--- config.mk ---
export PLATFORM = sky130hd
export DESIGN_NAME = ccu_top
export DESIGN_NICKNAME = d
export VERILOG_FILES = /design/src/ccu_pkg.sv /design/src/ccu_unit_if.sv /design/src/ccu_sync.sv /design/src/ccu_unit.sv /design/src/ccu_top.sv
export SDC_FILE = /design/constraint.sdc
export NUM_CORES = 1
export LEC_CHECK = 0
export ABC_AREA = 1
export BUFFER_PORTS_ARGS = -buffer_cell sky130_fd_sc_hd__buf_2
export CORE_ASPECT_RATIO = 1.75
export CORE_MARGIN = 3
export CORE_UTILIZATION = 50
export CTS_CLUSTER_DIAMETER = 60
export DETAILED_ROUTE_END_ITERATION = 12
export PLACE_DENSITY = 0.8
export SLEW_MARGIN = 15
export SYNTH_ARGS = -nofsm -noshare
export SYNTH_HDL_FRONTEND = slang
export SYNTH_SLANG_ARGS = --single-unit
--- constraint.sdc ---
create_clock -name aclk -period 2.5 [get_ports aclk]
set_input_delay 0.5 -clock aclk [delete_from_list [all_inputs] [get_ports aclk]]
set_output_delay 0.5 -clock aclk [all_outputs]
set_load 0.01 [all_outputs]
--- src/ccu_pkg.sv ---
// shared constants and types of the capture/compare unit
`default_nettype none
package ccu_pkg;
  // register indices; the byte address is four times the index
  localparam int IDX_W = 8;
  localparam int IDX_LSB = 2;
  localparam logic [7:0] IDX_INTCTL = 8'h0B;
  localparam logic [7:0] IDX_FLAGS1 = 8'h0C;
  localparam logic [7:0] IDX_FLAGS2 = 8'h0D;
  localparam logic [7:0] IDX_TMR_LO = 8'h0E;
  localparam logic [7:0] IDX_TMR_HI = 8'h0F;
  localparam logic [7:0] IDX_TMR_CTL = 8'h10;
  localparam logic [7:0] IDX_U1_LO = 8'h15;
  localparam logic [7:0] IDX_U1_HI = 8'h16;
  localparam logic [7:0] IDX_U1_CTL = 8'h17;
  localparam logic [7:0] IDX_U2_LO = 8'h1B;
  localparam logic [7:0] IDX_U2_HI = 8'h1C;
  localparam logic [7:0] IDX_U2_CTL = 8'h1D;
  localparam logic [7:0] IDX_CONV = 8'h20;
  localparam logic [7:0] IDX_DIR_C = 8'h87;
  localparam logic [7:0] IDX_ENA1 = 8'h8C;
  localparam logic [7:0] IDX_ENA2 = 8'h8D;
  // field positions
  localparam int U1_FLAG_BIT = 2;
  localparam int OVF_BIT = 0;
  localparam int U2_FLAG_BIT = 0;
  localparam int TMR_ON_BIT = 0;
  localparam int CKPS_LSB = 4;
  localparam int CONV_ON_BIT = 0;
  localparam int CONV_GO_BIT = 2;
  localparam int PIN1_DIR_BIT = 2;
  localparam int PIN2_DIR_BIT = 1;
  // reset values and masks
  localparam logic [7:0] REG_RST = 8'h00;
  localparam logic [7:0] DIR_RST = 8'hFF;
  localparam logic [7:0] TMR_CTL_MASK = 8'h3F;
  localparam logic [7:0] FLAGS2_MASK = 8'h01;
  // unit mode field encodings
  localparam logic [3:0] MODE_OFF = 4'h0;
  localparam logic [3:0] MODE_CAP_FALL = 4'h4;
  localparam logic [3:0] MODE_CAP_RISE = 4'h5;
  localparam logic [3:0] MODE_CAP_4 = 4'h6;
  localparam logic [3:0] MODE_CAP_16 = 4'h7;
  localparam logic [3:0] MODE_CMP_SET = 4'h8;
  localparam logic [3:0] MODE_CMP_CLR = 4'h9;
  localparam logic [3:0] MODE_CMP_SW = 4'hA;
  localparam logic [3:0] MODE_CMP_TRIG = 4'hB;
  localparam logic [1:0] GRP_CAP = 2'h1;
  localparam logic [1:0] GRP_CMP = 2'h2;
  localparam logic [3:0] PRE_4_LAST = 4'h3;
  localparam logic [3:0] PRE_16_LAST = 4'hF;
  // bus answers
  localparam logic [1:0] RESP_OKAY = 2'h0;
  localparam logic [1:0] RESP_SLVERR = 2'h2;
  // write channel states, gray along both paths
  typedef enum logic [1:0] {
    W_IDLE = 2'h0,
    W_ADDR = 2'h1,
    W_DATA = 2'h2,
    W_RESP = 2'h3
  } ccu_wst_t;
endpackage
`default_nettype wire

--- src/ccu_unit_if.sv ---
// link between the register block and one capture/compare unit
`default_nettype none
interface ccu_unit_if #(parameter int W = 16);
  logic [W-1:0] tmr;
  logic pin_s;
  logic wr_lo;
  logic wr_hi;
  logic wr_ctl;
  logic [7:0] wdata;
  logic [W-1:0] value;
  logic [5:0] ctl;
  logic out_q;
  logic evt;
  logic trig;
  modport host (output tmr, pin_s, wr_lo, wr_hi, wr_ctl, wdata,
                input value, ctl, out_q, evt, trig);
  modport unit (input tmr, pin_s, wr_lo, wr_hi, wr_ctl, wdata,
                output value, ctl, out_q, evt, trig);
endinterface
`default_nettype wire

--- src/ccu_sync.sv ---
// two-stage synchroniser for pin inputs
`default_nettype none
module ccu_sync #(parameter int W = 1) (
  // clock and reset
  input wire logic aclk,
  input wire logic aresetn,
  // asynchronous in, synchronised out
  input wire logic [W-1:0] d,
  output logic [W-1:0] q
);
  typedef struct packed {
    logic [W-1:0] s1;
    logic [W-1:0] s2;
  } ccu_sync_st_t;
  ccu_sync_st_t st_ff;
  ccu_sync_st_t nxt_st;
  // first stage feeds only the second
  always_comb begin
    nxt_st.s1 = d;
    nxt_st.s2 = st_ff.s1;
  end
  always_ff @(posedge aclk) begin
    if (!aresetn) begin
      st_ff <= '0;
    end else begin
      st_ff <= nxt_st;
    end
  end
  assign q = st_ff.s2;
endmodule // ccu_sync
`default_nettype wire

--- src/ccu_unit.sv ---
// one capture/compare unit: prescaler, capture, compare, output latch
`default_nettype none
module ccu_unit #(parameter int W = 16) (
  // clock and reset
  input wire logic aclk,
  input wire logic aresetn,
  // link to the register block
  ccu_unit_if.unit u
);
  typedef struct packed {
    logic [W-1:0] value;
    logic [5:0] ctl;
    logic out_q;
    logic [3:0] pre;
    logic pin_q;
    logic eq_q;
  } ccu_unit_st_t;
  ccu_unit_st_t st_ff;
  ccu_unit_st_t nxt_st;
  logic [3:0] mode;
  logic cap_mode;
  logic hit;
  logic cap;
  logic rise;
  logic eq;

  if (W != 16) begin : g_chk
    $error("ccu_unit serves a 16-bit value only");
  end

  always_comb begin
    nxt_st = st_ff;
    mode = st_ff.ctl[3:0];
    cap_mode = (mode[3:2] == ccu_pkg::GRP_CAP);
    rise = u.pin_s & ~st_ff.pin_q;
    eq = (u.tmr == st_ff.value);
    hit = (mode[3:2] == ccu_pkg::GRP_CMP) & eq & ~st_ff.eq_q;
    cap = 1'b0;
    nxt_st.pin_q = u.pin_s;
    nxt_st.eq_q = eq;
    // count survives a switch between capture settings: first capture may be early
    case (mode)
      ccu_pkg::MODE_CAP_FALL: cap = ~u.pin_s & st_ff.pin_q;
      ccu_pkg::MODE_CAP_RISE: cap = rise;
      ccu_pkg::MODE_CAP_4, ccu_pkg::MODE_CAP_16: begin
        if (rise) begin
          if (st_ff.pre >= ((mode == ccu_pkg::MODE_CAP_4) ? ccu_pkg::PRE_4_LAST
                                                          : ccu_pkg::PRE_16_LAST)) begin
            cap = 1'b1;
            nxt_st.pre = 4'h0;
          end else begin
            nxt_st.pre = st_ff.pre + 4'h1;
          end
        end
      end
      default: nxt_st.pre = 4'h0;
    endcase
    if (hit && mode == ccu_pkg::MODE_CMP_SET) nxt_st.out_q = 1'b1;
    if (hit && mode == ccu_pkg::MODE_CMP_CLR) nxt_st.out_q = 1'b0;
    if (u.wr_lo) nxt_st.value[7:0] = u.wdata;
    if (u.wr_hi) nxt_st.value[15:8] = u.wdata;
    if (u.wr_ctl) begin
      nxt_st.ctl = u.wdata[5:0];
      if (u.wdata[3:0] == ccu_pkg::MODE_OFF) begin
        nxt_st.out_q = 1'b0;
        nxt_st.pre = 4'h0;
      end
    end
    // a capture beats a software write of the value in the same cycle
    if (cap) nxt_st.value = u.tmr;
  end

  always_ff @(posedge aclk) begin
    if (!aresetn) begin
      st_ff <= '0;
    end else begin
      st_ff <= nxt_st;
    end
  end

  assign u.value = st_ff.value;
  assign u.ctl = st_ff.ctl;
  assign u.out_q = st_ff.out_q;
  assign u.evt = hit | cap;
  assign u.trig = hit & (mode == ccu_pkg::MODE_CMP_TRIG);
endmodule // ccu_unit
`default_nettype wire

--- src/ccu_top.sv ---
// capture/compare block: bus slave, base timer and two units
//
// Functional notes
// prescaler clears when unit off or not capture
// every reset clears the prescaler
// capture setting change keeps prescaler count
// software writes zero before new capture setting
// compare value against timer continuously
// match drives pin and sets event flag
// trigger clears timer, no overflow flag
// second unit trigger sets converter go bit
// value register acts as timer period
// zero control write forces output latch low
// software mode: flag only, pin untouched
// software runs timer synchronously for compare
// software clears direction bit for output
// compare encodings: set, clear, soft, trigger
// capture encodings: fall, rise, four, sixteen
// mode zero disables and resets unit
// capture copies timer and sets flag
// flag sticky; match acts once per equality
// pin edges synchronised before detection
`default_nettype none
module ccu_top #(
  parameter int ADDR_W = 12,
  parameter int TMR_W = 16
) (
  // clock and reset
  input wire logic aclk,
  input wire logic aresetn,
  // write address channel
  input wire logic [ADDR_W-1:0] awaddr,
  input wire logic awvalid,
  output logic awready,
  // write data channel
  input wire logic [31:0] wdata,
  input wire logic [3:0] wstrb,
  input wire logic wvalid,
  output logic wready,
  // write response channel
  output logic [1:0] bresp,
  output logic bvalid,
  input wire logic bready,
  // read address channel
  input wire logic [ADDR_W-1:0] araddr,
  input wire logic arvalid,
  output logic arready,
  // read data channel
  output logic [31:0] rdata,
  output logic [1:0] rresp,
  output logic rvalid,
  input wire logic rready,
  // unit one pin
  input wire logic unit_one_pin_i,
  output logic unit_one_pin_o,
  output logic unit_one_pin_oe,
  // unit two pin
  input wire logic unit_two_pin_i,
  output logic unit_two_pin_o,
  output logic unit_two_pin_oe,
  // converter start request
  output logic converter_go
);
  typedef struct packed {
    ccu_pkg::ccu_wst_t wst;
    logic awready;
    logic wready;
    logic [7:0] waddr;
    logic [7:0] wdat;
    logic wen;
    logic bvalid;
    logic [1:0] bresp;
    logic arready;
    logic rvalid;
    logic [7:0] rdata;
    logic [1:0] rresp;
    logic [7:0] intctl;
    logic [7:0] flags1;
    logic [7:0] flags2;
    logic [7:0] ena1;
    logic [7:0] ena2;
    logic [7:0] tmr_ctl;
    logic [TMR_W-1:0] tmr;
    logic [2:0] div;
    logic [7:0] dir_c;
    logic [7:0] conv;
    logic oe1;
    logic oe2;
  } ccu_top_st_t;

  ccu_top_st_t st_ff;
  ccu_top_st_t nxt;
  logic aw_hs;
  logic w_hs;
  logic ar_hs;
  logic wr;
  logic [7:0] widx;
  logic [7:0] ridx;
  logic [7:0] wd;
  logic [2:0] pmask;
  logic tick;
  logic trig;
  logic [1:0] pin_s;

  if (ADDR_W < ccu_pkg::IDX_W + ccu_pkg::IDX_LSB) begin : g_chk_addr
    $error("ccu_top address too narrow for the register map");
  end
  if (TMR_W != 16) begin : g_chk_tmr
    $error("ccu_top serves a 16-bit base timer only");
  end

  // known register indices; both bus directions answer from this
  function automatic logic reg_known(input logic [7:0] idx);
    case (idx)
      ccu_pkg::IDX_INTCTL, ccu_pkg::IDX_FLAGS1, ccu_pkg::IDX_FLAGS2,
      ccu_pkg::IDX_TMR_LO, ccu_pkg::IDX_TMR_HI, ccu_pkg::IDX_TMR_CTL,
      ccu_pkg::IDX_U1_LO, ccu_pkg::IDX_U1_HI, ccu_pkg::IDX_U1_CTL,
      ccu_pkg::IDX_U2_LO, ccu_pkg::IDX_U2_HI, ccu_pkg::IDX_U2_CTL,
      ccu_pkg::IDX_CONV, ccu_pkg::IDX_DIR_C, ccu_pkg::IDX_ENA1,
      ccu_pkg::IDX_ENA2: reg_known = 1'b1;
      default: reg_known = 1'b0;
    endcase
  endfunction

  //////////////////////////////////////////////////////////////////////
  ccu_unit_if #(.W(TMR_W)) u1();
  ccu_unit_if #(.W(TMR_W)) u2();

  ccu_sync #(.W(2)) i_sync (
    .aclk(aclk),
    .aresetn(aresetn),
    .d({unit_two_pin_i, unit_one_pin_i}),
    .q(pin_s)
  );

  ccu_unit #(.W(TMR_W)) i_unit_one (
    .aclk(aclk),
    .aresetn(aresetn),
    .u(u1.unit)
  );

  ccu_unit #(.W(TMR_W)) i_unit_two (
    .aclk(aclk),
    .aresetn(aresetn),
    .u(u2.unit)
  );

  //////////////////////////////////////////////////////////////////////
  always_comb begin
    nxt = st_ff;
    aw_hs = awvalid & st_ff.awready;
    w_hs = wvalid & st_ff.wready;
    ar_hs = arvalid & st_ff.arready;
    wr = 1'b0;
    ridx = araddr[ccu_pkg::IDX_LSB +: ccu_pkg::IDX_W];
    // write channel: address and data taken in either order
    if (aw_hs) begin
      nxt.waddr = awaddr[ccu_pkg::IDX_LSB +: ccu_pkg::IDX_W];
      nxt.awready = 1'b0;
    end
    if (w_hs) begin
      nxt.wdat = wdata[7:0];
      nxt.wen = wstrb[0];
      nxt.wready = 1'b0;
    end
    case (st_ff.wst)
      ccu_pkg::W_IDLE, ccu_pkg::W_ADDR, ccu_pkg::W_DATA: begin
        if (!nxt.awready && !nxt.wready) begin
          wr = nxt.wen;
          nxt.wst = ccu_pkg::W_RESP;
          nxt.bvalid = 1'b1;
          nxt.bresp = reg_known(nxt.waddr) ? ccu_pkg::RESP_OKAY : ccu_pkg::RESP_SLVERR;
        end else if (!nxt.awready) begin
          nxt.wst = ccu_pkg::W_ADDR;
        end else if (!nxt.wready) begin
          nxt.wst = ccu_pkg::W_DATA;
        end
      end
      ccu_pkg::W_RESP: begin
        if (bready) begin
          nxt.bvalid = 1'b0;
          nxt.awready = 1'b1;
          nxt.wready = 1'b1;
          nxt.wst = ccu_pkg::W_IDLE;
        end
      end
      default: nxt.wst = ccu_pkg::W_IDLE;
    endcase
    widx = nxt.waddr;
    wd = nxt.wdat;

    // read channel: one read at a time, answer one cycle after the take
    if (ar_hs) begin
      nxt.arready = 1'b0;
      nxt.rvalid = 1'b1;
      nxt.rresp = reg_known(ridx) ? ccu_pkg::RESP_OKAY : ccu_pkg::RESP_SLVERR;
      case (ridx)
        ccu_pkg::IDX_INTCTL: nxt.rdata = st_ff.intctl;
        ccu_pkg::IDX_FLAGS1: nxt.rdata = st_ff.flags1;
        ccu_pkg::IDX_FLAGS2: nxt.rdata = st_ff.flags2;
        ccu_pkg::IDX_TMR_LO: nxt.rdata = st_ff.tmr[7:0];
        ccu_pkg::IDX_TMR_HI: nxt.rdata = st_ff.tmr[15:8];
        ccu_pkg::IDX_TMR_CTL: nxt.rdata = st_ff.tmr_ctl;
        ccu_pkg::IDX_U1_LO: nxt.rdata = u1.value[7:0];
        ccu_pkg::IDX_U1_HI: nxt.rdata = u1.value[15:8];
        ccu_pkg::IDX_U1_CTL: nxt.rdata = {2'h0, u1.ctl};
        ccu_pkg::IDX_U2_LO: nxt.rdata = u2.value[7:0];
        ccu_pkg::IDX_U2_HI: nxt.rdata = u2.value[15:8];
        ccu_pkg::IDX_U2_CTL: nxt.rdata = {2'h0, u2.ctl};
        ccu_pkg::IDX_CONV: nxt.rdata = st_ff.conv;
        ccu_pkg::IDX_DIR_C: nxt.rdata = st_ff.dir_c;
        ccu_pkg::IDX_ENA1: nxt.rdata = st_ff.ena1;
        ccu_pkg::IDX_ENA2: nxt.rdata = st_ff.ena2;
        default: nxt.rdata = ccu_pkg::REG_RST;
      endcase
    end else if (st_ff.rvalid && rready) begin
      nxt.rvalid = 1'b0;
      nxt.arready = 1'b1;
    end

    // unit links
    u1.tmr = st_ff.tmr;
    u2.tmr = st_ff.tmr;
    u1.pin_s = pin_s[0];
    u2.pin_s = pin_s[1];
    u1.wdata = wd;
    u2.wdata = wd;
    u1.wr_lo = wr && widx == ccu_pkg::IDX_U1_LO;
    u1.wr_hi = wr && widx == ccu_pkg::IDX_U1_HI;
    u1.wr_ctl = wr && widx == ccu_pkg::IDX_U1_CTL;
    u2.wr_lo = wr && widx == ccu_pkg::IDX_U2_LO;
    u2.wr_hi = wr && widx == ccu_pkg::IDX_U2_HI;
    u2.wr_ctl = wr && widx == ccu_pkg::IDX_U2_CTL;

    // register writes from software
    if (wr) begin
      case (widx)
        ccu_pkg::IDX_INTCTL: nxt.intctl = wd;
        ccu_pkg::IDX_FLAGS1: nxt.flags1 = wd;
        ccu_pkg::IDX_FLAGS2: nxt.flags2 = wd & ccu_pkg::FLAGS2_MASK;
        ccu_pkg::IDX_TMR_LO: nxt.tmr[7:0] = wd;
        ccu_pkg::IDX_TMR_HI: nxt.tmr[15:8] = wd;
        ccu_pkg::IDX_TMR_CTL: nxt.tmr_ctl = wd & ccu_pkg::TMR_CTL_MASK;
        ccu_pkg::IDX_CONV: nxt.conv = wd;
        ccu_pkg::IDX_DIR_C: nxt.dir_c = wd;
        ccu_pkg::IDX_ENA1: nxt.ena1 = wd;
        ccu_pkg::IDX_ENA2: nxt.ena2 = wd & ccu_pkg::FLAGS2_MASK;
        default: nxt.conv = nxt.conv;
      endcase
    end

    // base timer, prescaled 1/2/4/8 by a free divider enable
    pmask = 3'((4'h1 << st_ff.tmr_ctl[ccu_pkg::CKPS_LSB +: 2]) - 4'h1);
    tick = st_ff.tmr_ctl[ccu_pkg::TMR_ON_BIT] && ((st_ff.div & pmask) == pmask);
    trig = u1.trig | u2.trig;
    if (st_ff.tmr_ctl[ccu_pkg::TMR_ON_BIT]) nxt.div = st_ff.div + 3'h1;
    // a software timer write beats the increment, or a running timer could never be loaded
    if (tick && !(wr && (widx == ccu_pkg::IDX_TMR_LO || widx == ccu_pkg::IDX_TMR_HI))) begin
      nxt.tmr = st_ff.tmr + 16'h0001;
      if (st_ff.tmr == 16'hFFFF && !trig) nxt.flags1[ccu_pkg::OVF_BIT] = 1'b1;
    end
    // trigger beats both the increment and a software timer write
    if (trig) nxt.tmr = '0;

    // hardware sets win over a software clear in the same cycle
    if (u1.evt) nxt.flags1[ccu_pkg::U1_FLAG_BIT] = 1'b1;
    if (u2.evt) nxt.flags2[ccu_pkg::U2_FLAG_BIT] = 1'b1;
    if (u2.trig && st_ff.conv[ccu_pkg::CONV_ON_BIT]) begin
      nxt.conv[ccu_pkg::CONV_GO_BIT] = 1'b1;
    end

    // pin drivers follow the port direction bits; compare needs them clear
    nxt.oe1 = ~nxt.dir_c[ccu_pkg::PIN1_DIR_BIT];
    nxt.oe2 = ~nxt.dir_c[ccu_pkg::PIN2_DIR_BIT];
  end

  always_ff @(posedge aclk) begin
    if (!aresetn) begin
      st_ff <= '0;
      st_ff.wst <= ccu_pkg::W_IDLE;
      st_ff.awready <= 1'b1;
      st_ff.wready <= 1'b1;
      st_ff.arready <= 1'b1;
      st_ff.dir_c <= ccu_pkg::DIR_RST;
    end else begin
      st_ff <= nxt;
    end
  end

  assign awready = st_ff.awready;
  assign wready = st_ff.wready;
  assign bvalid = st_ff.bvalid;
  assign bresp = st_ff.bresp;
  assign arready = st_ff.arready;
  assign rvalid = st_ff.rvalid;
  assign rresp = st_ff.rresp;
  assign rdata = {24'h000000, st_ff.rdata};
  assign unit_one_pin_o = u1.out_q;
  assign unit_two_pin_o = u2.out_q;
  assign unit_one_pin_oe = st_ff.oe1;
  assign unit_two_pin_oe = st_ff.oe2;
  assign converter_go = st_ff.conv[ccu_pkg::CONV_GO_BIT];
endmodule // ccu_top
`default_nettype wire

# Word-level counts from Yosys, hierarchy flattened
# Cells that the tools add are included.
[op_classes] n_addsub=5 order_cmp=2 n_eq_ne=58 shifts=1 muxes=70 n_bitwise=26 n_reduce_logical=61
[ops] operator="one-hot mux 8 bit (16 select lines)" count=1
[ops] operator="== test 8 x 5 -> 1 bit (second input constant)" count=14
[ops] operator="== test 8 x 4 -> 1 bit (second input constant)" count=10
[ops] operator="2-to-1 mux 8 bit" count=9
[ops] operator="2-to-1 mux 51 bit" count=1
[ops] operator="== test 8 bit (second input constant)" count=6
[ops] operator="2-to-1 mux 16 bit" count=3
[ops] operator="== test 16 bit" count=2
[ops] operator="== test 4 x 3 -> 1 bit (second input constant)" count=8
[ops] operator="OR reduction 16 bit" count=2
[ops] operator="AND reduction 2 bit" count=15
[ops] operator="2-to-1 mux 4 bit" count=7
[ops] operator="nonzero test 2 bit" count=14
[ops] operator="2-to-1 mux 1 bit" count=25
[ops] operator="== test 4 bit (second input constant)" count=6
[ops] operator="2-to-1 mux 5 bit" count=4
[ops] operator="logical AND 1 bit" count=17
[ops] operator="adder 16 x 1 -> 16 bit (second input constant)" count=1
[ops] operator="== test 16 bit (second input constant)" count=1
[ops] operator="== test 8 x 6 -> 1 bit (second input constant)" count=2
[ops] operator="2-to-1 mux 2 bit" count=8
[ops] operator="one-hot mux 4 bit (2 select lines)" count=2
[ops] operator="AND 1 bit" count=13
[ops] operator="2-to-1 mux 11 bit" count=1
[ops] operator="other kinds (25)" count=51
[word_totals] register_bits=167 inputBits=69 out_inout_bits=46 wordCells=268

# Depth between registers and ports, before layout
# Gate-level depths: netlist of the first run.
[logic_depth] depth_word=11 ltp_mapped=14 ltp_nobuf=13

# Modules after synthesis
# A second synthesis of the first run with hierarchy kept.
[unflattened] cells_unflattened=1548 hier_area_um2=10037.1
[by_module_without_submodules] mod="ccu_top" n_inst=1 cells_per_inst=906 area_each_um2=5893.2 seq_area_each_um2=2062.0
[by_module_without_submodules] mod="ccu_unit" n_inst=2 cells_per_inst=315 area_each_um2=2016.9 seq_area_each_um2=580.6
[by_module_without_submodules] mod="ccu_sync" n_inst=1 cells_per_inst=12 area_each_um2=110.1 seq_area_each_um2=80.1

# Least setup slack after synthesis of the first run
# Ideal clock, no wire load.
[synth_path] kind="input to register" startpoint="input awvalid" endpoint="register st_ff[14] (netlist bit)" setup_ps=131 arrival_time_ps=1753 t_required_ps=2369 path_slack_ps=615 path_stages=13 path_buffers=3 cell_sequence="buf_6 > nand2_2 > buf_6 > nand2_1 > nand2_1 > nand2_1 > nor2_1 > nand2_1 > nor2_1 > inv_2 > buf_6 > a21oi_1 > o21ai_1"
[synth_between] elab_chain_cells=7
[synth_rtl] item="start, declared" line="ccu_top.sv:33" source="input wire logic awvalid,"
[synth_rtl] item="AND 1 bit (*)" line="ccu_top.sv:151" source="aw_hs = awvalid & st_ff.awready;"
[synth_rtl] item="2-to-1 mux 1 bit" line="ccu_top.sv:157" source="if (aw_hs) begin"
[synth_rtl] item="logical NOT 1 bit"
[synth_rtl] item="logical AND 1 bit" line="ccu_top.sv:168" source="if (!nxt.awready && !nxt.wready) begin"
[synth_rtl] item="2-to-1 mux 1 bit" line="ccu_top.sv:168"
[synth_rtl] item="2-to-1 mux 1 bit" line="ccu_top.sv:166" source="case (st_ff.wst)"
[synth_rtl] item="AND reduction 2 bit (no source line) (*)"
[synth_rtl] item="end signal, assigned" line="ccu_top.sv:286" source="st_ff <= nxt;"
[synth_rtl] item="end, declared" line="ccu_top.sv:91" source="ccu_top_st_t st_ff;"
# Mark *: on every way between the ends. The rest lies on a longest branch, timed or not.
# A chain may end at the register's enable or synchronous reset.

# Worst setup path in the final report of the first run
[layout_path] startpoint="register st_ff (netlist bit u1.tmr[5])" endpoint="register st_ff[69] (netlist bit)"
[layout_between] elab_chain_cells=9
[layout_rtl] item="== test 16 bit" line="ccu_unit.sv:36" source="eq = (u.tmr == st_ff.value);"
[layout_rtl] item="AND 1 bit (2 in series)" line="ccu_unit.sv:37" source="hit = (mode[3:2] == ccu_pkg::GRP_CMP) & eq & ~st_ff.eq_q;"
[layout_rtl] item="AND 1 bit" line="ccu_unit.sv:85" source="assign u.trig = hit & (mode == ccu_pkg::MODE_CMP_TRIG);"
[layout_rtl] item="bitwise OR 1 bit" line="ccu_top.sv:255" source="trig = u1.trig | u2.trig;"
[layout_rtl] item="logical NOT 1 bit" line="ccu_top.sv:260" source="if (st_ff.tmr == 16'hFFFF && !trig) nxt.flags1[ccu_pkg::OVF_BIT] = 1'b1;"
[layout_rtl] item="logical AND 1 bit (*)" line="ccu_top.sv:260"
[layout_rtl] item="2-to-1 mux 1 bit (*)" line="ccu_top.sv:260"
[layout_rtl] item="2-to-1 mux 1 bit (*)" line="ccu_top.sv:258" source="if (tick && !(wr && (widx == ccu_pkg::IDX_TMR_LO || widx == ccu_pkg::IDX_TMR_HI))) begin"
# Marks and branches as above.

==> results.md, run 1 <==
* Status: finished, final reports clean
* Post-synthesis mux area share at 0%
* Critical Path, Cell by Cell: inv_1 > nand2_1 > a21oi_1 > nand2_1 > nor2_1 > nand4_1 > nand2_1 > nor2_2 > nand2_1 > nand2_1
* Fin Hold WS at 0.2362 ns
* Reg2reg setup slack at 0.24 ns
* FF-to-FF path depth at 10
* Initial Util at 51.47%
* RSZ-0062 raised after global routing: no
* Placer Congestion at 1.032
* Synthesized cell area at 9418 um2
* DP Wirelength at 22.99 mm
* Maxcap violations at 0
* Cell at the slowest stage of the critical path: nor2_2
* Setup crit end kind: register
* Most common cell after layout, fill and taps aside: nand2_1
* WS Path Type: reg2reg
* Largest net degree at the start of global routing at 62
* Fraction of synthesized cell area taken by the top area cell type at 35.07%
* P_leak at 4.949 nW
* Hold Buf Count CTS at 0
* Synth-to-Final Area Change at 12.18%
* Final Max Slew Viols at 0
* P per Cell Area at 559.6 nW/um2
* Fmax at 0.4418 GHz
* CP Launch Point: u1.tmr[5]$_SDFFE_PP0P_
* Hold crit path type: in2reg
* Post-place setup slack at 0.09236 ns
* Overflow after GRT at 0
* Simple-gate share of the synthesized area at 38.49%
* Setup crit start kind: register
* Reg area at 3304 um2
* Share of cells above drive strength 1 at 12.57%
* Final TNS setup at 0 ns
* Vias at 9641
* P_int at 4.187 mW
* Req. time, crit path at 2.89 ns
* Placed cell area at 9967 um2
* CTS tree: yes
* H-tree levels at 4
* Switching power at 1.726 mW
* Fin. Hold Viols at 0
* Seq cells post-synth at 165
* Largest area contributor in the netlist: dfxtp_1
* Fin nets at 1603
* Antenna diodes at 0
* Sequential fraction of the synthesis area at 35.07%
* Clock buffer depth at 2
* Final-layout fill cell count at 1763
* Std-Cell Core Area at 18300 um2
* Post-layout instance area at 10570 um2
* Endpoints failing setup at 0
* Main combinational cell family by area after synthesis: simple AND/OR/NAND/NOR gates
* Worst Path Max Fanout at 17
* Root buf cell: clkbuf_16
* Final Skew at 0.01448 ns
* Drt total wl at 30.02 mm
* Largest stage delay on the critical path at 0.61 ns
* Synth Area in XOR/XNOR at 3.348%
* Port bufs at 53
* Cells after DPL at 1745
* Final std cells w/o fill at 1777
* Post-CTS Resized at 0
* Sw frac at 29.19%
* Die width at 109.7 um
* Detailed Routing Iterations Pass 1 at 5
* Total track usage at 29.95%
* Compound-Gate Fraction of Synth Area at 10.18%
* Drt wl/cell at 16.89 um
* CP most frequent cell: nand2_1
* Post-CTS setup buffers at 0
* Initial antenna violation count at 0
* Number of global-route vias before repair at 9095
* Sequential power share at 45.5%
* Crit path DAT at 2.65 ns
* Crit path depth at 10
* Starting DRT DRC Count at 870
* End of the worst register-to-register path: st_ff[69]$_SDFF_PN0_
* Clock slew at reported path FFs at 0.07 ns
* Total CTS buffers at 17
* Min cycle time layout at 2.264 ns
* ANT nets after route at 0
* Worst-Margin Slew at 0.7990 ns
* I/O pin cnt at 115
* Area occupied by multi-input gates at 5046 um2
* CP endpoint: st_ff[69]$_SDFF_PN0_
* Syn Area/Cell at 6.415 um2
* Pwr Total at 5.912 mW
* Max-slew headroom at 46.68%
* Most frequent cells in the layout: nand2_1 (421), nor2_1 (173), nand3_1 (167)
* Post-Synth Adder-Cell Area at 0.5314%
* RR Startpoint: u1.tmr[5]$_SDFFE_PP0P_
* Clock sink count at 165
* Clk network pwr share at 45.2%
* CP top delay family: simple AND/OR/NAND/NOR gates
* Worst setup margin at 0.2365 ns
* DRC viols at 0
* Mapped Cells at 1468
* Final core utilization at 57.74%
* Avg Vias per Cell at 5.425
* Worst skew pair latency at 0.45 ns
* Row count at 65
* Global-route wire length before repair at 47.06 mm
* Library cells used by synthesis at 43
* Synth warn at 0
* Die Span Y at 187.6 um
* Final period utilization at 90.54%
* Synth area leaders: dfxtp_1 (35%), nand2_1 (17%), nand3_1 (8.9%)
* Crit path buf inv count at 1
* Proportion of power drawn by combinational gates at 9.3%
* IR drop worst, VDD at 0.5283 mV
* Die footprint at 20580 um2
[Yosys cell counts, drive strengths merged]
cell type / count
nand2: 431
o211ai: 8
conb: 1
a211oi: 1
nor3: 18
o21ai: 97
a31oi: 3
o22ai: 2
a22oi: 1
nor4: 1
or2: 2
nand3: 171
inv: 139
xnor2: 15
buf: 83
dfxtp: 165
nand3b: 7
clkinv: 4
a21oi: 68
clkbuf: 15
or3: 1
and2: 1
nand4: 18
ha: 4
o21bai: 1
nor2: 190
xor2: 21
[worst min-delay path: stages]
cell	delay, ns
buf_2	0.07
nand2_1	0.04
inv_1	0.04
[cell families after synthesis]
| kind of cell | Yosys count |
|---|---|
| fa+ha+maj | 4 |
| compound gates | 181 |
| other cells | 1 |
| buf+inv | 241 |
| xor+xnor | 36 |
| simple gates | 840 |
| flops | 165 |
[metal layers]
metal / vias to the layer above / wire, um / track usage, %
met2: 413 / 15010 / 51.62
met1: 4341 / 10300 / 31.23
met3: 136 / 1890 / 4.719
met5: - / 0 / 0
met4: 0 / 2822 / 23.72
li1: 4751 / - / -
[final cells by class]
| class | count | area share [%] |
|---|---|---|
| timing repair buffer | 116 | 7.461 |
| sequential | 165 | 31.28 |
| tap | 234 | 2.771 |
| clock buffer | 17 | 4.027 |
| multi-input combinational | 1087 | 47.76 |
| clock inverter | 15 | 1.622 |
| inverter | 143 | 5.081 |
[worst min-delay path by stage]
stage	end	slack [ns]	cells past startpoint	start
global placement	i_sync.q[1]$_SDFF_PN0_	0.39	2	i_sync.nxt_st[1]$_SDFF_PN0_
CTS	i_sync.nxt_st[0]$_SDFF_PN0_	0.23	3	unit_one_pin_i
floorplan	i_sync.q[0]$_SDFF_PN0_	0.39	2	i_sync.nxt_st[0]$_SDFF_PN0_
finish	i_sync.nxt_st[0]$_SDFF_PN0_	0.24	3	unit_one_pin_i
global route	i_sync.nxt_st[1]$_SDFF_PN0_	0.24	3	unit_two_pin_i
detailed placement	i_sync.q[1]$_SDFF_PN0_	0.40	2	i_sync.nxt_st[1]$_SDFF_PN0_
[power groups by stage]
stage | clock network (mW) | logic (mW) | registers, mW
4_1_cts | 2.69 | 0.538 | 2.69
3_3_place_gp | 0 | 0.529 | 2.75
6_report | 2.67 | 0.548 | 2.69
5_1_grt | 2.80 | 0.601 | 2.70
3_5_place_dp | 0 | 0.536 | 2.75
2_1_floorplan | 0 | 0.365 | 2.75
[registers in the layout, indices dropped and copies added (netlist names), 2 cells and up]
signal              count
i_sync.q                2
u1.tmr                 16
i_sync.nxt_st           2
i_unit_two.u.value     16
rdata                   8
i_unit_two.st_ff        6
i_unit_one.st_ff        6
st_ff                  69
i_unit_one.u.value     16
i_unit_one.u.ctl        6
i_unit_two.u.ctl        6
No activity file was read; power rests on OpenSTA's default activity.
==> run 2: changes to the inputs <==
PLACE_DENSITY = 0.83   (was 0.8)
clock period = 1.95 ns   (was 2.5 ns; I/O delays follow)
==> results.md, run 2 (same netlist as run 1, synthesis figures left out) <==
* Status: finished with violations (was finished, final reports clean)
* Failing checks: negative setup slack
* FF-to-FF path depth at 11 (was 10)
* Sw frac at 27.73% (was 29.19%)
* WS Path Type: reg2reg (unchanged)
* Cells after DPL at 1811 (was 1745)
* Std-Cell Core Area at 18300 um2 (unchanged)
* Die footprint at 20580 um2 (unchanged)
* P_int at 5.519 mW (was 4.187 mW)
* Drt wl/cell at 18.13 um (was 16.89 um)
* Pwr Total at 7.637 mW (was 5.912 mW)
* Post-layout instance area at 11440 um2 (was 10570 um2)
* Fin Hold WS at 0.1317 ns (was 0.2362 ns)
* Sequential power share at 45.1% (was 45.5%)
* H-tree levels at 4 (unchanged)
* CP Launch Point: u1.tmr[9]$_SDFFE_PP0P_ (was u1.tmr[5]$_SDFFE_PP0P_)
* Starting DRT DRC Count at 798 (was 870)
* Die width at 109.7 um (unchanged)
* Die Span Y at 187.6 um (unchanged)
* Initial Util at 51.47% (unchanged)
* Total track usage at 32.09% (was 29.95%)
* Final Skew at 0.01204 ns (was 0.01448 ns)
* Final core utilization at 62.52% (was 57.74%)
* Final Max Slew Viols at 0 (unchanged)
* Clock sink count at 165 (unchanged)
* Crit path DAT at 2.33 ns (was 2.65 ns)
* Port bufs at 53 (unchanged)
* Most common cell after layout, fill and taps aside: nand2_1 (unchanged)
* Largest net degree at the start of global routing at 79 (was 62)
* DRC viols at 0 (unchanged)
* Endpoints failing setup at 10 (was 0)
* Largest register FFs at 69 (unchanged)
* Fin. Hold Viols at 0 (unchanged)
* Clk network pwr share at 44.2% (was 45.2%)
* Hold Buf Count CTS at 0 (unchanged)
* CP endpoint: st_ff[69]$_SDFF_PN0_ (unchanged)
* Max-slew headroom at 66.49% (was 46.68%)
* Fmax at 0.5042 GHz (was 0.4418 GHz)
* Reg area at 3333 um2 (was 3304 um2)
* Min cycle time layout at 1.984 ns (was 2.264 ns)
* Post-place setup slack at -0.2134 ns (was 0.09236 ns)
* Placer Congestion at 1.040 (was 1.032)
* Most frequent cells in the layout: nand2_1 (411), nand3_1 (167), nor2_1 (161) (was nand2_1 (421), nor2_1 (173), nand3_1 (167))
* Worst-Margin Slew at 0.5007 ns (was 0.7990 ns)
* DP Wirelength at 24.32 mm (was 22.99 mm)
* P_leak at 5.404 nW (was 4.949 nW)
* Number of global-route vias before repair at 9652 (was 9095)
* Root buf cell: clkbuf_16 (unchanged)
* Reg2reg setup slack at -0.03 ns (was 0.24 ns)
* Final-layout fill cell count at 1650 (was 1763)
* Detailed Routing Iterations Pass 1 at 6 (was 5)
* Req. time, crit path at 2.29 ns (was 2.89 ns)
* Global-route wire length before repair at 50.10 mm (was 47.06 mm)
* Worst skew pair latency at 0.45 ns (about the same)
* I/O pin cnt at 115 (unchanged)
* Setup crit end kind: register (unchanged)
* Worst Path Max Fanout at 8 (was 17)
* Worst setup margin at -0.03352 ns (was 0.2365 ns)
* Vias at 10400 (was 9641)
* Avg Vias per Cell at 5.599 (was 5.425)
* Setup crit start kind: register (unchanged)
* End of the worst register-to-register path: st_ff[69]$_SDFF_PN0_ (unchanged)
* Total CTS buffers at 17 (unchanged)
* Final std cells w/o fill at 1857 (was 1777)
* Overflow after GRT at 0 (unchanged)
* Final TNS setup at -0.1547 ns (was 0 ns)
* RSZ-0062 raised after global routing: yes (was no)
* Final period utilization at 101.7% (was 90.54%)
* Row count at 65 (unchanged)
* Synth-to-Final Area Change at 21.47% (was 12.18%)
* Clock buffer depth at 2 (unchanged)
* ANT nets after route at 0 (unchanged)
* Antenna diodes at 0 (unchanged)
* IR drop worst, VDD at 0.7490 mV (was 0.5283 mV)
* Hold crit path type: in2reg (unchanged)
* Most flops, register: st_ff (unchanged)
* Proportion of power drawn by combinational gates at 10.7% (was 9.3%)
* Clock slew at reported path FFs at 0.07 ns (about the same)
* Fin nets at 1683 (was 1603)
* Placed cell area at 10530 um2 (was 9967 um2)
* CTS tree: yes (unchanged)
* RR Startpoint: u1.tmr[9]$_SDFFE_PP0P_ (was u1.tmr[5]$_SDFFE_PP0P_)
* Initial antenna violation count at 1 (was 0)
* Drt total wl at 33.67 mm (was 30.02 mm)
* P per Cell Area at 667.6 nW/um2 (was 559.6 nW/um2)
* Area occupied by multi-input gates at 5228 um2 (was 5046 um2)
* Share of cells above drive strength 1 at 19.72% (was 12.57%)
* Switching power at 2.118 mW (was 1.726 mW)
* Maxcap violations at 0 (unchanged)
## run 2: cell count changes in the layout (fill, tap and decap cells not counted), sizes merged
cell | before | now
buf | 116 | 194
bufinv | 0 | 1
clkbuf | 17 | 18
clkinvlp | 0 | 1
inv | 150 | 147
nor2 | 190 | 192
## run 2: final cells by class
class / count / share of cell area [%]
clock buffer: 18 / 3.839
multi-input combinational: 1089 / 45.70
inverter: 143 / 4.714
tap: 234 / 2.559
timing repair buffer: 194 / 12.83
sequential: 165 / 29.14
clock inverter: 14 / 1.225
## run 2: worst min-delay path by stage
stage,cells after the start,to,startpoint
after floorplan,2,i_sync.q[0]$_SDFF_PN0_,i_sync.nxt_st[0]$_SDFF_PN0_
after global placement,2,i_sync.q[0]$_SDFF_PN0_,i_sync.nxt_st[0]$_SDFF_PN0_
after detailed placement,2,i_sync.q[0]$_SDFF_PN0_,i_sync.nxt_st[0]$_SDFF_PN0_
after CTS,3,i_sync.nxt_st[0]$_SDFF_PN0_,unit_one_pin_i
after global routing,3,i_sync.nxt_st[1]$_SDFF_PN0_,unit_two_pin_i
final,3,i_sync.nxt_st[0]$_SDFF_PN0_,unit_one_pin_i
## run 2: layer usage
metal | part of all wire [%] | track usage, % | wire length, um | vias up
met5 | 0 | 0 | 0 | -
met4 | 10 | 26.64 | 3496 | 0
met3 | 8.2 | 7.303 | 2759 | 220
met2 | 50 | 55.18 | 16700 | 560
met1 | 32 | 31.60 | 10710 | 4708
li1 | - | - | - | 4909
## run 2: critical path, cell delays in order (launching register included)
cell     delay, ns
dfxtp_1       0.37
inv_1         0.15
nand2_1       0.09
nand2_1       0.05
a21oi_1       0.12
nand2_1       0.08
nor2_1        0.20
nand3_1       0.15
nor2_2        0.38
nor2_4        0.15
nand2_1       0.09
nand2_1       0.05
## run 2: repair_timing
action | 4_1_cts | 5_1_grt
setup endpoints to repair | 25 | 83
endpoints found under the hold margin | 0 | 0
pin swaps | 0 | 20
gates resized for setup | 6 | 70
gates cloned | 0 | 3
setup buffers | 0 | 12
## run 2: power by group through the flow
stage / clock network [mW] / registers (mW) / logic, mW
floorplan: 0 / 3.53 / 0.467
detailed placement: 0 / 3.53 / 0.734
global placement: 0 / 3.52 / 0.721
CTS: 3.39 / 3.45 / 0.745
finish: 3.37 / 3.45 / 0.816
global route: 3.51 / 3.45 / 0.884
==> run 3: changes to the inputs <==
SYNTH_HIERARCHICAL = 1   (was default)
==> results.md, run 3 <==
* Status: finished with violations (unchanged)
* Failing checks: negative setup slack (unchanged)
* Setup crit start kind: register (unchanged)
* Placer Congestion at 1.029 (was 1.040)
* Fin. Hold Viols at 0 (unchanged)
* DP Wirelength at 25.10 mm (was 24.32 mm)
* Endpoints failing setup at 41 (was 10)
* IR drop worst, VDD at 0.6061 mV (was 0.7490 mV)
* Worst skew pair latency at 0.45 ns (about the same)
* CTS tree: yes (unchanged)
* Drt wl/cell at 17.93 um (was 18.13 um)
* Main combinational cell family by area after synthesis: simple AND/OR/NAND/NOR gates (unchanged)
* Crit path buf inv count at 3 (was 1)
* Simple-gate share of the synthesized area at 39.07% (was 38.49%)
* Hold crit path type: in2reg (unchanged)
* Total CTS buffers at 17 (unchanged)
* Fin Hold WS at 0.1338 ns (was 0.1317 ns)
* Maxcap violations at 0 (unchanged)
* Antenna diodes at 0 (unchanged)
* Fmax at 0.4869 GHz (was 0.5042 GHz)
* Initial Util at 50.85% (was 51.47%)
* Final-layout fill cell count at 1658 (was 1650)
* Largest area contributor in the netlist: dfxtp_1 (unchanged)
* Synth Flop Type: dfxtp_1 (unchanged)
* Final Skew at 0.01933 ns (was 0.01204 ns)
* Final core utilization at 63.88% (was 62.52%)
* Global-route wire length before repair at 52.95 mm (was 50.10 mm)
* Post-Synth Adder-Cell Area at 0.4986% (was 0.5314%)
* Vias at 11230 (was 10400)
* Overflow after GRT at 0 (unchanged)
* RSZ-0062 raised after global routing: yes (unchanged)
* Reg area at 3342 um2 (was 3333 um2)
* Compound-Gate Fraction of Synth Area at 9.013% (was 10.18%)
* P per Cell Area at 622.0 nW/um2 (was 667.6 nW/um2)
* Clock slew at reported path FFs at 0.08 ns (was 0.07 ns)
* Post-synth top cells: nand2_1 (334), inv_1 (192), nor2_1 (178), nand3_1 (168), dfxtp_1 (165) (was nand2_1 (421), nor2_1 (173), nand3_1 (167), dfxtp_1 (165), inv_1 (132))
* FFs w/ async S/R, synth at 0% (unchanged)
* Hold Buf Count CTS at 0 (unchanged)
* Fraction of synthesized cell area taken by the top area cell type at 32.91% (was 35.07%)
* Post-place setup slack at -0.4673 ns (was -0.2134 ns)
* Synth Area in XOR/XNOR at 2.007% (was 3.348%)
* CP top delay family: simple AND/OR/NAND/NOR gates (unchanged)
* Die Span Y at 193.4 um (was 187.6 um)
* Std-Cell Core Area at 19740 um2 (was 18300 um2)
* Die footprint at 21880 um2 (was 20580 um2)
* DRC viols at 0 (unchanged)
* WHS Path Cells at 3 (unchanged)
* Pwr Total at 7.842 mW (was 7.637 mW)
* Worst setup margin at -0.1037 ns (was -0.03352 ns)
* Most flops, register: st_ff (unchanged)
* Initial antenna violation count at 0 (was 1)
* Synth-to-Final Area Change at 25.62% (was 21.47%)
* Min cycle time layout at 2.054 ns (was 1.984 ns)
* WS Path Type: reg2reg (unchanged)
* Sequential fraction of the synthesis area at 32.91% (was 35.07%)
* Row count at 68 (was 65)
* Library cells used by synthesis at 43 (unchanged)
* Fin nets at 1790 (was 1683)
* Starting DRT DRC Count at 1022 (was 798)
* Crit path depth at 14 (was 11)
* Final Max Slew Viols at 0 (unchanged)
* Dominant cell by count in the synthesized netlist: nand2_1 (unchanged)
* I/O pin cnt at 115 (unchanged)
* Post-synthesis mux area share at 0% (unchanged)
* Mapped Cells at 1548 (was 1468)
* Syn Area/Cell at 6.484 um2 (was 6.415 um2)
* Final period utilization at 105.3% (was 101.7%)
* Most frequent cells in the layout: nand2_1 (315), inv_1 (178), buf_4 (176) (was nand2_1 (411), nand3_1 (167), nor2_1 (161))
* Total track usage at 30.62% (was 32.09%)
* Die width at 113.1 um (was 109.7 um)
* Worst Path Max Fanout at 6 (was 8)
* H-tree levels at 4 (unchanged)
* Synthesized cell area at 10040 um2 (was 9418 um2)
* Critical Path, Cell by Cell: buf_8 > nand3_1 > nand2_2 > nand2_2 > nor2_4 > nand2_1 > nor2_1 > buf_4 > inv_4 > nor2_4 > nand4_1 > nand2_1 > o21bai_1 > nor2_1 (was inv_1 > nand2_1 > nand2_1 > a21oi_1 > nand2_1 > nor2_1 > nand3_1 > nor2_2 > nor2_4 > nand2_1 > nand2_1)
* Post-synth EDFFs at 0 (unchanged)
* Largest net degree at the start of global routing at 99 (was 79)
* ANT nets after route at 0 (unchanged)
* Crit path DAT at 2.39 ns (was 2.33 ns)
* Drt total wl at 35.42 mm (was 33.67 mm)
* Synth warn at 6 (was 0)
* Most common cell after layout, fill and taps aside: nand2_1 (unchanged)
* Max-slew headroom at 43.25% (was 66.49%)
* Largest register FFs at 69 (unchanged)
* Clock buffer depth at 2 (unchanged)
* Detailed Routing Iterations Pass 1 at 7 (was 6)
* Avg Vias per Cell at 5.685 (was 5.599)
* Port bufs at 53 (unchanged)
* Area occupied by multi-input gates at 5609 um2 (was 5228 um2)
* Cell at the slowest stage of the critical path: dfxtp_4 (was nor2_2)
* Req. time, crit path at 2.29 ns (about the same)
* Clock sink count at 165 (unchanged)
* Worst-Margin Slew at 0.8481 ns (was 0.5007 ns)
* Seq cells post-synth at 165 (unchanged)
* Setup crit end kind: register (unchanged)
* Reg2reg setup slack at -0.10 ns (was -0.03 ns)
* Root buf cell: clkbuf_16 (unchanged)
* FF-to-FF path depth at 14 (was 11)
* Share of cells above drive strength 1 at 26.71% (was 19.72%)
* Largest stage delay on the critical path at 0.40 ns (was 0.38 ns)
* Synth area leaders: dfxtp_1 (33%), nand2_1 (12%), nand3_1 (8.4%) (was dfxtp_1 (35%), nand2_1 (17%), nand3_1 (8.9%))
* Number of global-route vias before repair at 10390 (was 9652)
* P_leak at 6.225 nW (was 5.404 nW)
==> run 3: changes by cell type after synthesis, sizes merged, moves of 5 or more <==
cell    before  now
nand3b       7    1
clkbuf      15   21
nand4       18   84
a21oi       68   40
xnor2       15    7
inv        139  197
nand2      431  377
o21ai       97  115
buf         83  114
xor2        21   16
==> run 3: final timing paths <==
path,start,to
worst min register to register,i_sync/nxt_st[0]$_SDFF_PN0_,i_sync/q[0]$_SDFF_PN0_
worst max-delay path,awready$_SDFF_PN1_,i_unit_one/u.out_q$_SDFF_PN0_
worst max register to register,awready$_SDFF_PN1_,i_unit_one/u.out_q$_SDFF_PN0_
worst min-delay path,unit_one_pin_i,i_sync/nxt_st[0]$_SDFF_PN0_
==> run 3: through the flow <==
step | cell area, um2 | TNS [ns] | std cells
after detailed placement | 11300 | -27.70 | 1917
after global placement | 11300 | -23.98 | 1917
after CTS | 12070 | -0.03621 | 1957
final | 12610 | -2.065 | 1975
after global routing | 12610 | -8.030 | 1975
after floorplan | 10220 | 0 | 1573
==> run 3: logic make-up (layout without fill, tap and decap cells) <==
group / Yosys count / count (layout)
AND/OR/NAND/NOR: 847 / 849
AO/OA/AOI/OAI: 172 / 172
adder cells (fa/ha/maj): 4 / 4
XOR/XNOR: 23 / 23
buffers and inverters: 336 / 491
flip-flops: 165 / 165
other: 1 / 26
==> run 3: layout make-up <==
class / count / area share (%)
Inverter: 201 / 6.222
Clock buffer: 19 / 3.513
Multi-Input combinational cell: 1074 / 44.49
Sequential cell: 165 / 26.51
Timing Repair Buffer: 257 / 15.70
Tap cell: 245 / 2.431
Clock inverter: 13 / 1.082
Timing Repair inverter: 1 / 0.05954
==> run 3: worst reg2reg max path, delay by kind of cell (launching register included) <==
family	cells	cell delay [ns]
buffers and inverters	3	0.37
DFF	1	0.40
AOI/OAI and AO/OA	1	0.11
and+or+nand+nor	10	1.07
==> run 3: where the power goes <==
part	leakage, nW	switching [mW]	internal (mW)
sequential	1.35	0.0308	3.42
clock	0.281	1.57	1.84
combinational	4.60	0.629	0.351
total	6.23	2.23	5.61
==> run 3: timing repair <==
item	CTS	global route
gates cloned	2	4
pin swaps	24	38
setup endpoints to repair	81	104
buffers inserted	6	16
gates resized for setup	38	128
==> run 3: routing by layer <==
metal | wire (um) | track usage [%]
met1 | 12020 | 31.86
met2 | 17060 | 51.39
met3 | 2713 | 5.853
met4 | 3624 | 26.92
met5 | 0 | 0
